[config.mk]
export PLATFORM = sky130hd
export DESIGN_NAME = rtto_port
export DESIGN_NICKNAME = d
export VERILOG_FILES = /design/src/core/rtto_pkg.sv /design/src/core/rtto_port.sv
export SDC_FILE = /design/constraint.sdc
export NUM_CORES = 1
export LEC_CHECK = 0
export BUFFER_PORTS_ARGS = -buffer_cell sky130_fd_sc_hd__buf_4
export CORE_ASPECT_RATIO = 2
export CORE_MARGIN = 2
export CORE_UTILIZATION = 59
export DETAILED_ROUTE_END_ITERATION = 8
export PLACE_DENSITY = 0.81
export SETUP_SLACK_MARGIN = 0.5
export SYNTH_ARGS = -nofsm -noshare
export SYNTH_HDL_FRONTEND = slang
export SYNTH_SLANG_ARGS = --single-unit
[constraint.sdc]
create_clock -name core_clk_in -period 7.1 [get_ports core_clk_in]
set_input_delay 0.355 -clock core_clk_in [delete_from_list [all_inputs] [get_ports core_clk_in]]
set_output_delay 0.355 -clock core_clk_in [all_outputs]
set_load 0.01 [all_outputs]
[src/core/rtto_pkg.sv]
package rtto_pkg;
  localparam int unsigned PORT_W = 8;
  localparam int unsigned NIB_W = 4;
  localparam int unsigned WORD_W = 32;
  localparam int unsigned FIFO_DEPTH = 4;
  localparam int unsigned PTR_W = 2;
  localparam int unsigned CNT_W = 3;
  localparam logic [CNT_W-1:0] STALL_LEVEL = 3'h3;
  localparam logic [3:0] PST_IDLE = 4'h0;
  localparam logic [3:0] PST_BRANCH = 4'h5;
  localparam logic [3:0] PST_STOP_BKPT = 4'he;
  localparam logic [3:0] PST_HALT = 4'hf;
  localparam logic [1:0] MARK_PREFIX = 2'h2;
  localparam logic [1:0] ADDR_SHOW_NONE = 2'h0;
  localparam logic [1:0] ADDR_SHOW_2 = 2'h1;
  localparam logic [1:0] ADDR_SHOW_3 = 2'h2;
  localparam logic [1:0] ADDR_SHOW_4 = 2'h3;
  localparam logic [1:0] BYTES_4 = 2'h3;
  localparam logic [7:0] PORT_RESET = 8'h00;
  localparam logic [3:0] NIB_RESET = 4'h0;
  localparam logic [2:0] NIB_IDX_RESET = 3'h0;
  typedef enum logic [1:0] {
    RTTO_ST_IDLE,
    RTTO_ST_MARK,
    RTTO_ST_DATA,
    RTTO_ST_BKVAL
  } rtto_state_t;
endpackage : rtto_pkg

[src/core/rtto_port.sv]
`timescale 1ns/1ps
// Operation
// Eight-bit port built from two nibbles
// Four-entry 32-bit capture FIFO
// Buffered values leave least significant nibble first
// Three entries valid stalls core until two free
// Taken branch shows status 0x5
// Capture targets only for variant-addressing branches
// Configured address bytes, marker just before nibbles
// Markers 0x9, 0xA, 0xB for 2/3/4 bytes
// Stopped core holds 0xE continuously
// Breakpoint change: one 0xE then left-justified status
// Status nibbles 0x0,0x2,0x4,0xA,0xC
// Halted drives 0xFF continuously
// Data always preceded by marker 0x8-0xB
// No 0xF straight after all-ones 4-byte data
// Receiver counts long 0xF runs as halt
// Upper nibble first, port at half rate
// Marker and data contiguous, idle otherwise
module rtto_port (
  input wire logic core_clk_in,
  input wire logic arst_n_in,
  input wire logic branch_taken_in,
  input wire logic branch_variant_in,
  input wire logic [31:0] branch_target_in,
  input wire logic [1:0] addr_show_cfg_in,
  input wire logic data_capture_in,
  input wire logic [1:0] data_bytes_in,
  input wire logic [31:0] data_value_in,
  input wire logic data2_capture_in,
  input wire logic [31:0] data2_value_in,
  input wire logic stopped_in,
  input wire logic halted_in,
  input wire logic bkpt_change_in,
  input wire logic [2:0] breakpoint_trigger_status_in,
  output logic core_stall_out,
  output logic trace_clk_out,
  output logic [7:0] trace_status_data_port_out
);
  logic rst_meta_q;
  logic rst_n_q;

  // Reset released through two flops; assertion stays asynchronous
  always_ff @(posedge core_clk_in or negedge arst_n_in)
  begin
    if (!arst_n_in)
    begin
      rst_meta_q <= 1'b0;
      rst_n_q <= 1'b0;
    end
    else
    begin
      rst_meta_q <= 1'b1;
      rst_n_q <= rst_meta_q;
    end
  end

  // Entry: lead5, show, byte code, word
  logic [31:0] fifo_word_q [rtto_pkg::FIFO_DEPTH];
  logic [1:0] fifo_bytes_q [rtto_pkg::FIFO_DEPTH];
  logic [rtto_pkg::FIFO_DEPTH-1:0] fifo_lead_q;
  logic [rtto_pkg::FIFO_DEPTH-1:0] fifo_show_q;
  logic [rtto_pkg::PTR_W-1:0] wr_ptr_q;
  logic [rtto_pkg::PTR_W-1:0] rd_ptr_q;
  logic [rtto_pkg::CNT_W-1:0] count_q;
  logic [rtto_pkg::PTR_W-1:0] wr_ptr_b;
  logic push_a;
  logic push_b;
  logic a_lead;
  logic a_show;
  logic [1:0] a_bytes;
  logic [31:0] a_word;
  logic pop;
  logic [rtto_pkg::CNT_W-1:0] push_cnt;

  // Only variant-addressing branches carry a target
  always_comb
  begin
    a_lead = 1'b0;
    a_show = 1'b0;
    a_bytes = data_bytes_in;
    a_word = data_value_in;
    push_a = 1'b0;
    if (branch_taken_in)
    begin
      push_a = 1'b1;
      a_lead = 1'b1;
      a_show = branch_variant_in && (addr_show_cfg_in != rtto_pkg::ADDR_SHOW_NONE);
      a_bytes = addr_show_cfg_in;
      a_word = branch_target_in;
    end
    else if (data_capture_in)
    begin
      push_a = 1'b1;
      a_show = 1'b1;
    end
  end

  assign push_b = data2_capture_in;
  assign wr_ptr_b = push_a ? wr_ptr_q + 2'h1 : wr_ptr_q;
  assign push_cnt = {2'h0, push_a} + {2'h0, push_b};

  // Read-modify-write may push two; core honours stall before that
  always_ff @(posedge core_clk_in or negedge rst_n_q)
  begin
    if (!rst_n_q)
    begin
      wr_ptr_q <= '0;
      fifo_lead_q <= '0;
      fifo_show_q <= '0;
      for (int i = 0; i < rtto_pkg::FIFO_DEPTH; i++)
      begin
        fifo_word_q[i] <= '0;
        fifo_bytes_q[i] <= '0;
      end
    end
    else
    begin
      if (push_a)
      begin
        fifo_word_q[wr_ptr_q] <= a_word;
        fifo_bytes_q[wr_ptr_q] <= a_bytes;
        fifo_lead_q[wr_ptr_q] <= a_lead;
        fifo_show_q[wr_ptr_q] <= a_show;
      end
      if (push_b)
      begin
        fifo_word_q[wr_ptr_b] <= data2_value_in;
        fifo_bytes_q[wr_ptr_b] <= data_bytes_in;
        fifo_lead_q[wr_ptr_b] <= 1'b0;
        fifo_show_q[wr_ptr_b] <= 1'b1;
      end
      wr_ptr_q <= wr_ptr_q + push_cnt[rtto_pkg::PTR_W-1:0];
    end
  end

  always_ff @(posedge core_clk_in or negedge rst_n_q)
  begin
    if (!rst_n_q)
    begin
      rd_ptr_q <= '0;
      count_q <= '0;
    end
    else
    begin
      if (pop)
        rd_ptr_q <= rd_ptr_q + 2'h1;
      count_q <= count_q + push_cnt - {2'h0, pop};
    end
  end

  // Stall from three valid until two are free again
  assign core_stall_out = (count_q >= rtto_pkg::STALL_LEVEL);

  // Breakpoint change held until sent; new change wins over the clear
  logic bk_pend_q;
  logic [2:0] bk_stat_q;
  logic bk_take;

  always_ff @(posedge core_clk_in or negedge rst_n_q)
  begin
    if (!rst_n_q)
    begin
      bk_pend_q <= 1'b0;
      bk_stat_q <= '0;
    end
    else
    begin
      if (bkpt_change_in)
      begin
        bk_pend_q <= 1'b1;
        bk_stat_q <= breakpoint_trigger_status_in;
      end
      else if (bk_take)
        bk_pend_q <= 1'b0;
    end
  end

  // Nibble sequencer, one nibble per core cycle
  rtto_pkg::rtto_state_t state_q;
  rtto_pkg::rtto_state_t state_d;
  logic [2:0] nib_idx_q;
  logic [2:0] nib_idx_d;
  logic ones_q;
  logic ones_d;
  logic [3:0] nib;
  logic [31:0] head_word;
  logic [1:0] head_bytes;
  logic [2:0] last_idx;

  assign head_word = fifo_word_q[rd_ptr_q];
  assign head_bytes = fifo_bytes_q[rd_ptr_q];
  assign last_idx = {head_bytes, 1'b1};

  always_comb
  begin
    state_d = state_q;
    nib_idx_d = nib_idx_q;
    ones_d = ones_q;
    nib = rtto_pkg::PST_IDLE;
    pop = 1'b0;
    bk_take = 1'b0;
    case (state_q)
      rtto_pkg::RTTO_ST_IDLE:
      begin
        ones_d = 1'b0;
        if (halted_in && ones_q)
          nib = rtto_pkg::PST_IDLE;
        else if (halted_in)
          nib = rtto_pkg::PST_HALT;
        else if (bk_pend_q)
        begin
          nib = rtto_pkg::PST_STOP_BKPT;
          bk_take = 1'b1;
          state_d = rtto_pkg::RTTO_ST_BKVAL;
        end
        else if (count_q != '0)
        begin
          nib_idx_d = rtto_pkg::NIB_IDX_RESET;
          if (fifo_lead_q[rd_ptr_q])
          begin
            nib = rtto_pkg::PST_BRANCH;
            if (fifo_show_q[rd_ptr_q])
              state_d = rtto_pkg::RTTO_ST_MARK;
            else
              pop = 1'b1;
          end
          else
          begin
            nib = {rtto_pkg::MARK_PREFIX, head_bytes};
            state_d = rtto_pkg::RTTO_ST_DATA;
          end
        end
        else if (stopped_in)
          nib = rtto_pkg::PST_STOP_BKPT;
      end
      rtto_pkg::RTTO_ST_MARK:
      begin
        nib = {rtto_pkg::MARK_PREFIX, head_bytes};
        state_d = rtto_pkg::RTTO_ST_DATA;
      end
      rtto_pkg::RTTO_ST_DATA:
      begin
        nib = head_word[{nib_idx_q, 2'h0} +: 4];
        nib_idx_d = nib_idx_q + 3'h1;
        if (nib_idx_q == last_idx)
        begin
          pop = 1'b1;
          nib_idx_d = rtto_pkg::NIB_IDX_RESET;
          state_d = rtto_pkg::RTTO_ST_IDLE;
          ones_d = (head_bytes == rtto_pkg::BYTES_4) && (&head_word);
        end
      end
      rtto_pkg::RTTO_ST_BKVAL:
      begin
        nib = {bk_stat_q, 1'b0};
        state_d = rtto_pkg::RTTO_ST_IDLE;
      end
      default:
      begin
        state_d = rtto_pkg::RTTO_ST_IDLE;
      end
    endcase
  end

  always_ff @(posedge core_clk_in or negedge rst_n_q)
  begin
    if (!rst_n_q)
    begin
      state_q <= rtto_pkg::RTTO_ST_IDLE;
      nib_idx_q <= rtto_pkg::NIB_IDX_RESET;
      ones_q <= 1'b0;
    end
    else
    begin
      state_q <= state_d;
      nib_idx_q <= nib_idx_d;
      ones_q <= ones_d;
    end
  end

  // Pairing: first nibble held, both shown together for two cycles
  logic phase_q;
  logic [3:0] hi_q;
  logic [7:0] port_q;

  always_ff @(posedge core_clk_in or negedge rst_n_q)
  begin
    if (!rst_n_q)
    begin
      phase_q <= 1'b0;
      hi_q <= rtto_pkg::NIB_RESET;
      port_q <= rtto_pkg::PORT_RESET;
    end
    else
    begin
      phase_q <= ~phase_q;
      if (!phase_q)
        hi_q <= nib;
      else
        port_q <= {hi_q, nib};
    end
  end

  assign trace_status_data_port_out = port_q;
  assign trace_clk_out = phase_q;
endmodule : rtto_port

# Yosys cells after proc, flatten, opt, wreduce, memory -nomap -nowiden
# Index checks and enable logic that the tools add are counted.
[totals]
ff_bits = 176
inputBits = 112
output_inout_bits = 10
word_cells = 157
[op_classes]
n_addsub = 7
magnitude_cmp = 11
n_eq_ne = 12
shift = 1
mux = 80
n_bitwise = 7
reduce_logical = 16
[ops]
columns = ["op", "n"]
rows = [
  ["$bwmux W128", 2],
  ["$mux W128", 2],
  ["$mux W32", 5],
  ["$demux W32 S2", 2],
  ["$bmux W32 S2", 1],
  ["$mux W4", 10],
  ["$reduce_and A32 Y1", 1],
  ["$shiftx A32 B6 Y4", 1],
  ["$mux W2", 13],
  ["$mux W1", 22],
  ["$bwmux W8", 2],
  ["$mux W8", 2],
  ["$pmux W4 S4", 1],
  ["$mux W3", 5],
  ["$ne A2 B2 Y1 const B", 5],
  ["$reduce_and A5 Y1", 2],
  ["$ge A3 B3 Y1 const B", 3],
  ["$lt A2 B3 Y1 const B", 3],
  ["$not A2 Y3", 3],
  ["$bwmux W4", 2],
  ["$demux W2 S2", 2],
  ["$pmux W2 S4", 1],
  ["$logic_and A1 B1 Y1", 7],
  ["$eq A2 B2 Y1 const B", 3],
  ["26 further kinds", 34],
]

# Depth between registers and ports, before layout
# Gate-level depths: netlist of the first run.
[logic_depth]
ltp_word = 10
ltp_mapped = 13
mapped_depth_nobuf = 11

# Least setup slack after synthesis of the first run
# No wires, ideal clock.
[synth_path]
path_kind = "reg2reg"
start = "register rd_ptr_q[1] in the netlist's numbering"
end = "register count_q[2] in the netlist's numbering"
arrival_ns = 3.002
required_ns = 6.976
slack_ns = 3.974
stages_incl_launch_ff = 13
path_buffers = 2
path_cell_list = "dfrtp_1 buf_6 buf_12 mux4_2 or4b_1 a21oi_2 ha_1 inv_1 ha_1 inv_1 fa_1 xor2_1 xnor2_1"
[synth_between]
elab_chain_len = 10
elab_cells_between_ends = 18
[synth_rtl]
columns = ["item", "line_no", "source"]
rows = [
  ["start, declared", "rtto_port.sv:64", "logic [rtto_pkg::PTR_W-1:0] rd_ptr_q;"],
  ["start signal, assigned", "rtto_port.sv:147", "rd_ptr_q <= rd_ptr_q + 2'h1;"],
  ["$bmux W1 S2", "rtto_port.sv:223", "if (fifo_show_q[rd_ptr_q])"],
  ["$mux W1 (implied by the code)", "rtto_port.sv:223", ""],
  ["$mux W1", "rtto_port.sv:223", ""],
  ["$mux W1", "rtto_port.sv:220", "if (fifo_lead_q[rd_ptr_q])"],
  ["$mux W1", "rtto_port.sv:217", "else if (count_q != '0)"],
  ["$mux W1", "rtto_port.sv:211", "else if (bk_pend_q)"],
  ["$mux W1", "rtto_port.sv:209", "else if (halted_in)"],
  ["$mux W1", "rtto_port.sv:207", "if (halted_in && ones_q)"],
  ["$pmux W1 S2 *", "rtto_port.sv:203", "case (state_q)"],
  ["via pop", "rtto_port.sv:73", "logic pop;"],
  ["$sub A3 B1 Y3 *", "rtto_port.sv:148", "count_q <= count_q + push_cnt - {2'h0, pop};"],
  ["end signal, assigned", "rtto_port.sv:148", ""],
  ["end, declared", "rtto_port.sv:65", "logic [rtto_pkg::CNT_W-1:0] count_q;"],
]
# The timed path passes the listed nets; every way through them passes the cells marked *. The select of a mux whose other input is x is not followed.
# A chain may end at the register's enable or synchronous reset.

# Final worst setup path of the first run
[layout_path]
start = "register rd_ptr_q[0] in the netlist's numbering"
end = "register count_q[2] in the netlist's numbering"
# Same word-level chain as after synthesis.

==> out/results.tsv, run 1 <==
stage	metric	value	unit
worst_setup_path	Setup CP Type	register to register	
clock_tree	Resized Gates After CTS	0	
clock_tree	Clk pin slew, worst setup/hold paths	70	ps
floorplanning	Cell Rows	67	
worst_setup_path	CP Max Fanout	27	
floorplanning	Die Ht	188	um
worst_setup_path	Arr. time, crit path	4170	ps
synth	post-synthesis net count	1242	
routing	TritonRoute pass-1 iters	6	
floorplanning	Die Wd	96.1	um
global_route	largest net degree at the start of global routing	71	
cells_and_area	Util after Layout	69.7	%
floorplanning	Die Area	0.0181	sq mm
cells_and_area	Synth-to-Final Area Change	16.3	%
timing	Rel. slew slack	16.0	%
timing	Final Setup Violations	0	
routing	vias per cell	6.49	
routing	Routed WL	29.8	mm
run	Max-Cap Viols	0	
timing	Hold Violations, Final	0	
clock_tree	clk root buf	clkbuf_16	
power	leakage power	4.98	nW
routing	Starting DRT DRC Count	975	
synth	Post-Syn Area	0.0100	sq mm
floorplanning	core area	0.0167	sq mm
routing	routed vias	9156	
cells_and_area	share of post-route cells with drive strength above 1	18.3	%
cells_and_area	final-stage net count	1313	
synth	Main synth FF type	dfrtp_1	
synth	Syn. warnings	0	
clock_tree	Clock Path Buffers	2	
timing	RSZ-0062 raised after global routing	no	
hold_path	WHS Path Cells	2	
cells_and_area	Fill cells	1313	
synth	Synth area leader	dfrtp_1	
global_route	first-pass GRT wire length	47.6	mm
synth	Async SR Flop Fraction	100	%
timing	clock skew	8.69	ps
power	Max VDD drop	0.224	mV
routing	Routed WL per cell	21.1	um
worst_setup_path	CP Launch Type	register	
worst_setup_path	reg2reg path depth	11	
floorplanning	I/O pins	122	
worst_setup_path	slowest stage delay, CP	1180	ps
timing	minimum clock period	3840	ps
placed_design	port bufs	121	
timing	maximum clock frequency	260	MHz
synth	number of synthesized flops with an enable pin	0	
status	status	complete, no violations	
synth	top cells by area, synth	dfrtp_1, a21oi_1, o21ai_0, mux4_2, nor2_1	
cells_and_area	Design Area, Final	0.0116	sq mm
timing	setup TNS	0	ps
timing	fin worst setup slack	3260	ps
placed_design	Final GP Congestion	0.944	
timing	Slew @ Worst Pin	1260	ps
worst_setup_path	slowest library cell on the worst path	dfrtp_1	
global_route	Tot GR Track Use	34.8	%
synth	most common cell in the netlist	dfrtp_1	
clock_tree	total CTS buffers	17	
synth	share of the synthesized area in the top cell type	44.0	%
synth	sequential area share after synthesis	44.0	%
power	pwr/cell area	467	mW/mm^2
routing	remaining routing DRC violations	0	
hold_path	HP Start	bkpt_change_in	
worst_setup_path	Critical Path Start	rd_ptr_q[0]	
placed_design	Area after DPL	0.0109	sq mm
clock_tree	CTS hold repair buffers	1	
routing	DRT antenna net count	0	
hold_path	Hold Path Class	input pin to register	
clock_tree	CTS tree	built	
placed_design	DP Worst Slack	3310	ps
floorplanning	starting density of the core	60.0	%
timing	Slew Limit Fails	0	
worst_setup_path	Cell Chain, Critical Path	mux4_2 > xnor2_1 > nand4_1 > a21oi_2 > ha_1 > inv_1 > ha_1 > inv_1 > fa_1 > xor2_1 > xnor2_1	
synth	Synth top cells by count	dfrtp_1, nor2_1, nand2_1	
synth	Unique masters post-synth	61	
placed_design	hpwl dp	19.9	mm
global_route	antenna violations before repair	0	
synth	Post-Synthesis Cells	1119	
global_route	Congestion Overflow GR	0	
clock_tree	Clock Latency Late Sink	440	ps
synth	syn avg cell area	8.94	sq um
clock_tree	H-tree levels	4	
timing	crit share post-route	54.1	%
worst_setup_path	reg-to-reg startpoint	rd_ptr_q[0]	
clock_tree	Setup Buffers After CTS	0	
worst_setup_path	crit end category	register	
worst_setup_path	Req. time, crit path	7430	ps
power	total power	5.43	mW
global_route	vias in the first global route	8919	
clock_tree	CTS sink cnt	176	
synth	Yosys reg bits	176	
cells_and_area	diode count	0	
## worst max-delay path: cells and delay by family, from the launching register on
| kind | cells | cell delay (ps) |
|---|---|---|
| xor+xnor | 3 | 520 |
| fa+ha+maj | 3 | 830 |
| buf+inv | 2 | 120 |
| flops | 1 | 1180 |
| mux | 1 | 670 |
| compound gates | 1 | 230 |
| simple gates | 1 | 170 |
## cells by family after synthesis
family	share of synthesized area [%]
xor gates and xnor gates	0.700
other	0.0375
muxes	14.4
adders and majority gates	1.45
AOI/OAI and AO/OA	18.3
DFF	44.0
buffers and inverters	4.01
and+or+nand+nor	17.1
## area by class of cell
class,instances,area (sq um),area share (%)
multi-input combinational,848,5230,45.0
sequential,176,4410,37.9
timing repair buffer,134,1010,8.67
clock buffer,22,474,4.08
tap,207,259,2.23
clock inverter,10,205,1.76
inverter,13,48.8,0.419
## metal layers
layer | GRT usage (%) | wire [um]
met2 | 57.5 | 15400
met1 | 40.8 | 10300
met5 | 0 | 0
met4 | 22.4 | 2270
met3 | 5.62 | 1840
## state kept, by name, summed over array words and instances (netlist names), 4 cells and up
register and count:
fifo_word_q 128, hi_q 4, fifo_lead_q 4, fifo_bytes_q 8, fifo_show_q 4, trace_status_data_port_out 8
## report_power, final
| part | internal, mW | leakage (nW) | switching, mW |
|---|---|---|---|
| clock | 0.687 | 0.326 | 0.393 |
| combinational | 1.02 | 2.50 | 1.27 |
| sequential | 1.48 | 2.16 | 0.573 |
## metrics by stage
step | hold WS (ps) | cells
finish | 136 | 1410
global route | 139 | 1410
CTS | 136 | 1410
detailed placement | 141 | 1377
global placement | 137 | 1377
floorplan | 59.4 | 1119
## path summary, 6_finish.rpt
check / end / slack, ps
setup / recovery: count_q[2] / 3260
hold / removal: bk_pend_q / 140
setup reg to reg: count_q[2] / 3260
hold reg to reg: rst_n_q / 380
max in group asynchronous: rd_ptr_q[1] / 5350
min in group asynchronous: rst_meta_q / 230
## cell usage in the layout, fill, tap and decap left out, drive strengths merged, types with 5 or more instances in the layout
| cell | n |
|---|---|
| dfrtp | 176 |
| nor2 | 157 |
| a21oi | 149 |
| nand2 | 149 |
| o21ai | 134 |
| buf | 133 |
| mux2i | 52 |
| mux4 | 33 |
| clkbuf | 22 |
| nand4 | 21 |
| nand3 | 14 |
| mux2 | 14 |
| inv | 13 |
| o2bb2ai | 11 |
| a22oi | 11 |
| nor3 | 10 |
| ha | 10 |
| nand2b | 6 |
| bufinv | 6 |
| xnor2 | 5 |
| or3 | 5 |
(Power assumes the default switching activity.)
==> inputs of run 2 (changes only) <==
- CORE_UTILIZATION: 59 -> 53
- PLACE_DENSITY: 0.81 -> 0.77
- clock period: 7.1 -> 3.08 ns (I/O delays scaled with it)
==> run 2 against run 1 <==
  * Die area rose by 11%
  * Clock-buffer cell count fell by 3
  * Wire length rose by 7.0%
  * Sequential cell count unchanged
  * Clock power rose by 110%
  * Core utilization fell by 3.2 points
  * Non-clock buffer count is 66 higher
  * Clock skew shrank 2.2 ps
==> out/results.tsv, run 2 (same netlist as run 1, synthesis figures left out) <==
stage	metric	value	unit
timing	hold_ws	24.4	ps
routing	remaining routing DRC violations	0	
power	leakage power	5.33	nW
placed_design	DP Cell Count	1406	
timing	setup TNS	0	ps
cells_and_area	commonest cells after routing, fill and taps aside	dfrtp_1, nor2_1, a21oi_1	
global_route	met1 usage	37.8	%
clock_tree	Clock Latency Late Sink	440	ps
global_route	vias in the first global route	9149	
floorplanning	core area	0.0187	sq mm
clock_tree	Clk pin slew, worst setup/hold paths	70	ps
routing	TritonRoute pass-1 iters	7	
cells_and_area	post-route insts no fill	1488	
cells_and_area	Synth-to-Final Area Change	24.1	%
timing	Rel. slew slack	48.3	%
timing	Hold Violations, Final	0	
placed_design	hpwl dp	22.0	mm
clock_tree	CTS sink cnt	176	
timing	RSZ-0062 raised after global routing	yes	
global_route	Congestion Overflow GR	0	
timing	clock skew	6.45	ps
global_route	first-pass GRT wire length	49.8	mm
global_route	antenna violations before repair	0	
timing	Final Setup Violations	0	
timing	minimum clock period	2860	ps
floorplanning	Die Area	0.0201	sq mm
status	status	complete, no violations	
global_route	M3 GR Usage	4.48	%
placed_design	port bufs	121	
clock_tree	H-tree levels	4	
cells_and_area	max reg flops	128	
clock_tree	total CTS buffers	17	
clock_tree	CTS tree	built	
floorplanning	Die Wd	101	um
hold_path	Hold Path Class	input pin to async pin	
worst_setup_path	Req. time, crit path	3410	ps
clock_tree	Clock Path Buffers	2	
run	Max-Cap Viols	0	
floorplanning	I/O pins	122	
routing	Starting DRT DRC Count	984	
worst_setup_path	CP Launch Type	register	
routing	routed vias	9436	
global_route	largest net degree at the start of global routing	74	
placed_design	Final GP Congestion	0.995	
global_route	grt met2 use	54.5	%
power	pwr/cell area	1050	mW/mm^2
cells_and_area	diode count	0	
worst_setup_path	Arr. time, crit path	3190	ps
routing	vias per cell	6.34	
routing	Routed WL per cell	21.4	um
timing	Slew @ Worst Pin	775	ps
timing	crit share post-route	92.8	%
worst_setup_path	Setup CP Type	register to register	
timing	maximum clock frequency	350	MHz
worst_setup_path	CP Max Fanout	4	
cells_and_area	final-stage net count	1379	
floorplanning	starting density of the core	53.6	%
cells_and_area	Reg with most FFs	fifo_word_q	
worst_setup_path	Critical Path Start	rd_ptr_q[1]	
cells_and_area	share of post-route cells with drive strength above 1	20.5	%
routing	DRT antenna net count	0	
floorplanning	Cell Rows	71	
worst_setup_path	crit end category	register	
worst_setup_path	reg-to-reg startpoint	rd_ptr_q[1]	
clock_tree	clk root buf	clkbuf_16	
global_route	Tot GR Track Use	32.8	%
timing	Slew Limit Fails	0	
power	Max VDD drop	0.475	mV
floorplanning	Die Ht	198	um
global_route	Top Usage Layer GRT	met2	
routing	Routed WL	31.9	mm
cells_and_area	most common cell after layout, fill and taps aside	dfrtp_1	
-- run 2: path summary, 6_finish.rpt --
| check | endpoint | slack (ps) | cells past startpoint |
|---|---|---|---|
| min | rst_n_q | 20 | 2 |
| min in group core_clk_in | state_q[0] | 40 | 3 |
| max | count_q[2] | 220 | 10 |
| max reg2reg | count_q[2] | 220 | 10 |
| min reg2reg | rst_n_q | 350 | 0 |
| max in group asynchronous | fifo_word_q[104] | 1860 | 1 |
-- run 2: timing repair --
action	in CTS	in global routing
gates cloned	2	0
hold buffers	40	0
buffers inserted	5	3
pin swaps	1	3
endpoints found under the hold margin	140	0
setup endpoints to repair	8	7
resized for setup	10	7
-- run 2: routing by layer --
| metal | routed length, um | share of wire [%] |
|---|---|---|
| met5 | 0 | 0 |
| met1 | 11000 | 35 |
| met2 | 16500 | 52 |
| met4 | 2380 | 7.5 |
| met3 | 1950 | 6.1 |
-- run 2: layout make-up --
type	count	area, sq um
clock buffers	19	443
clock inverters	13	161
fillers	1489	6240
inverters	13	48.8
multi-input cells	848	5280
flip-flops and latches	176	4410
well taps	219	274
repair buffers	200	1800
-- run 2: where the power goes --
part	internal (mW)	leakage [nW]	switching [mW]
logic	2.87	2.88	3.25
clock network	1.30	0.286	0.946
registers	3.42	2.16	1.22
-- run 2: critical path, stage by stage (launching register included) --
cell,delay [ps]
dfrtp_2,440
mux4_2,540
or4b_4,550
a21oi_4,150
ha_1,240
inv_1,60
ha_1,130
inv_1,50
fa_2,330
xor2_1,150
xnor2_1,120
-- run 2: per-stage QoR --
step | setup slack, ps | instance area [sq um] | utilization, % | total power [mW]
detailed placement | 141 | 11200 | 60.1 | 10.2
global route | 123 | 12400 | 66.6 | 13.8
floorplan | 130 | 10000 | - | 8.22
CTS | 222 | 12400 | 66.3 | 12.8
global placement | 156 | 11200 | 60.1 | 9.99
finish | 220 | 12400 | 66.6 | 13.0
==> inputs of run 3 (changes only) <==
- BUFFER_PORTS_ARGS: -buffer_cell sky130_fd_sc_hd__buf_4 -> -buffer_cell sky130_fd_sc_hd__buf_2
- PLACE_DENSITY: 0.77 -> 0.75
==> run 3 against run 2 <==
  * Critical endpoint unchanged
  * Wire length increased by 0.56%
  * Hold slack lost 15 ps
  * Core utilization decreased by 2.1 points
  * Non-clock buffer count decreased by 12
==> out/results.tsv, run 3 (same netlist as run 1, synthesis figures left out) <==
stage	metric	value	unit
status	status	complete, no violations	
timing	maximum clock frequency	355	MHz
floorplanning	starting density of the core	53.6	%
power	Max VDD drop	0.474	mV
placed_design	DP Cell Count	1405	
clock_tree	Clock Path Buffers	2	
routing	routed vias	9322	
worst_setup_path	crit end category	register	
global_route	met1 usage	36.4	%
cells_and_area	Fill cells	1551	
power	pwr/cell area	1070	mW/mm^2
global_route	grt met2 use	55.2	%
floorplanning	I/O pins	122	
clock_tree	Clk pin slew, worst setup/hold paths	70	ps
cells_and_area	final-stage net count	1367	
clock_tree	CTS tree	built	
floorplanning	Die Area	0.0201	sq mm
power	sequential share of power	35.9	%
power	Logic pwr share	45.8	%
power	leakage power	5.17	nW
placed_design	Final GP Congestion	0.965	
timing	Final Setup Violations	0	
clock_tree	CTS sink cnt	176	
timing	RSZ-0062 raised after global routing	yes	
power	switch share	41.8	%
routing	Starting DRT DRC Count	741	
placed_design	DP Worst Slack	59.8	ps
global_route	Tot GR Track Use	32.9	%
floorplanning	Cell Rows	71	
floorplanning	core area	0.0187	sq mm
timing	setup TNS	0	ps
cells_and_area	max reg flops	128	
timing	fin worst setup slack	259	ps
timing	Hold Violations, Final	0	
cells_and_area	commonest cells after routing, fill and taps aside	dfrtp_1, nor2_1, a21oi_1	
cells_and_area	Synth-to-Final Area Change	20.1	%
timing	Rel. slew slack	46.0	%
worst_setup_path	CP Max Fanout	3	
routing	vias per cell	6.32	
timing	clock skew	6.49	ps
cells_and_area	Util after Layout	64.4	%
cells_and_area	Reg with most FFs	fifo_word_q	
routing	Routed WL	32.1	mm
power	net load switching power	5.40	mW
worst_setup_path	Req. time, crit path	3400	ps
global_route	M3 GR Usage	5.75	%
clock_tree	clk root buf	clkbuf_16	
global_route	Congestion Overflow GR	0	
power	Int Power	7.51	mW
global_route	first-pass GRT wire length	49.7	mm
floorplanning	Die Ht	198	um
worst_setup_path	Setup CP Type	register to register	
routing	remaining routing DRC violations	0	
placed_design	port bufs	121	
routing	Routed WL per cell	21.7	um
routing	DRT antenna net count	0	
worst_setup_path	CP Launch Type	register	
timing	Slew @ Worst Pin	810	ps
floorplanning	Die Wd	101	um
placed_design	hpwl dp	22.3	mm
power	total power	12.9	mW
clock_tree	total CTS buffers	17	
global_route	antenna violations before repair	0	
clock_tree	Clock Latency Late Sink	440	ps
timing	Slew Limit Fails	0	
timing	crit share post-route	91.6	%
global_route	vias in the first global route	9103	
timing	minimum clock period	2820	ps
hold_path	Hold Path Class	input pin to register	
cells_and_area	diode count	0	
global_route	Top Usage Layer GRT	met2	
routing	TritonRoute pass-1 iters	5	
global_route	largest net degree at the start of global routing	71	
cells_and_area	post-route insts no fill	1475	
power	clock share of power	18.3	%
cells_and_area	most common cell after layout, fill and taps aside	dfrtp_1	
clock_tree	H-tree levels	4	
cells_and_area	share of post-route cells with drive strength above 1	19.8	%
run	Max-Cap Viols	0	
worst_setup_path	Arr. time, crit path	3140	ps
## run 3: path summary, 6_finish.rpt
path                                    from              end  slack [ps]  depth (start not counted)
min in group asynchronous          arst_n_in          rst_n_q          20                          2
hold / removal             data2_value_in[2]  fifo_word_q[34]          10                          3
hold reg to reg                   rst_meta_q          rst_n_q         360                          0
max in group asynchronous            rst_n_q  fifo_word_q[59]        1870                          1
setup / recovery                   bk_pend_q       count_q[2]         260                         11
setup reg to reg                   bk_pend_q       count_q[2]         260                         11
## run 3: through the flow
| stage | instance area (sq um) | hold slack (ps) |
|---|---|---|
| detailed placement | 10900 | -59.8 |
| CTS | 12000 | 4.71 |
| global route | 12000 | 23.7 |
| finish | 12000 | 9.86 |
| global placement | 10900 | -60.8 |
| floorplan | 10000 | -142 |
## run 3: per-layer routing
| layer | vias to the layer above | share of wire [%] |
|---|---|---|
| met5 | - | 0 |
| met4 | 0 | 8.0 |
| met3 | 174 | 6.2 |
| met2 | 486 | 52 |
| met1 | 4446 | 34 |
| li1 | 4216 | - |
## run 3: final cells by class
| cell class | count | area (sq um) | area share (%) |
|---|---|---|---|
| Clock inverter | 11 | 189 | 1.57 |
| Timing Repair Buffer | 188 | 1350 | 11.2 |
| Multi-Input combinational cell | 848 | 5300 | 44.1 |
| Sequential cell | 176 | 4410 | 36.7 |
| Inverter | 13 | 48.8 | 0.406 |
| Tap cell | 219 | 274 | 2.28 |
| Clock buffer | 20 | 447 | 3.72 |
## run 3: what timing repair did
action / 4_1_cts / 5_1_grt
gates resized for setup: 10 / 8
hold buffers: 35 / 0
setup endpoints to repair: 6 / 6
pin swaps: 2 / 4
hold endpoints to repair: 107 / 0
gates cloned: 0 / 0
setup buffers: 3 / 1
## run 3: critical path, cell delays in order (launching register included)
cell and delay [ps]:
dfrtp_1 380, or2_4 240, or3_4 340, or4b_4 550, a21oi_4 180, ha_4 220
inv_2 60, ha_4 120, inv_2 30, fa_2 330, xor2_1 150, xnor2_1 120
## run 3: power by group through the flow
stage	Clock, mW	Sequential, mW	Combinational (mW)
2_1_floorplan	0	4.06	4.16
4_1_cts	2.39	4.56	5.77
5_1_grt	2.48	4.70	6.47
6_report	2.36	4.63	5.91
3_3_place_gp	0	4.55	5.38
3_5_place_dp	0	4.58	5.58
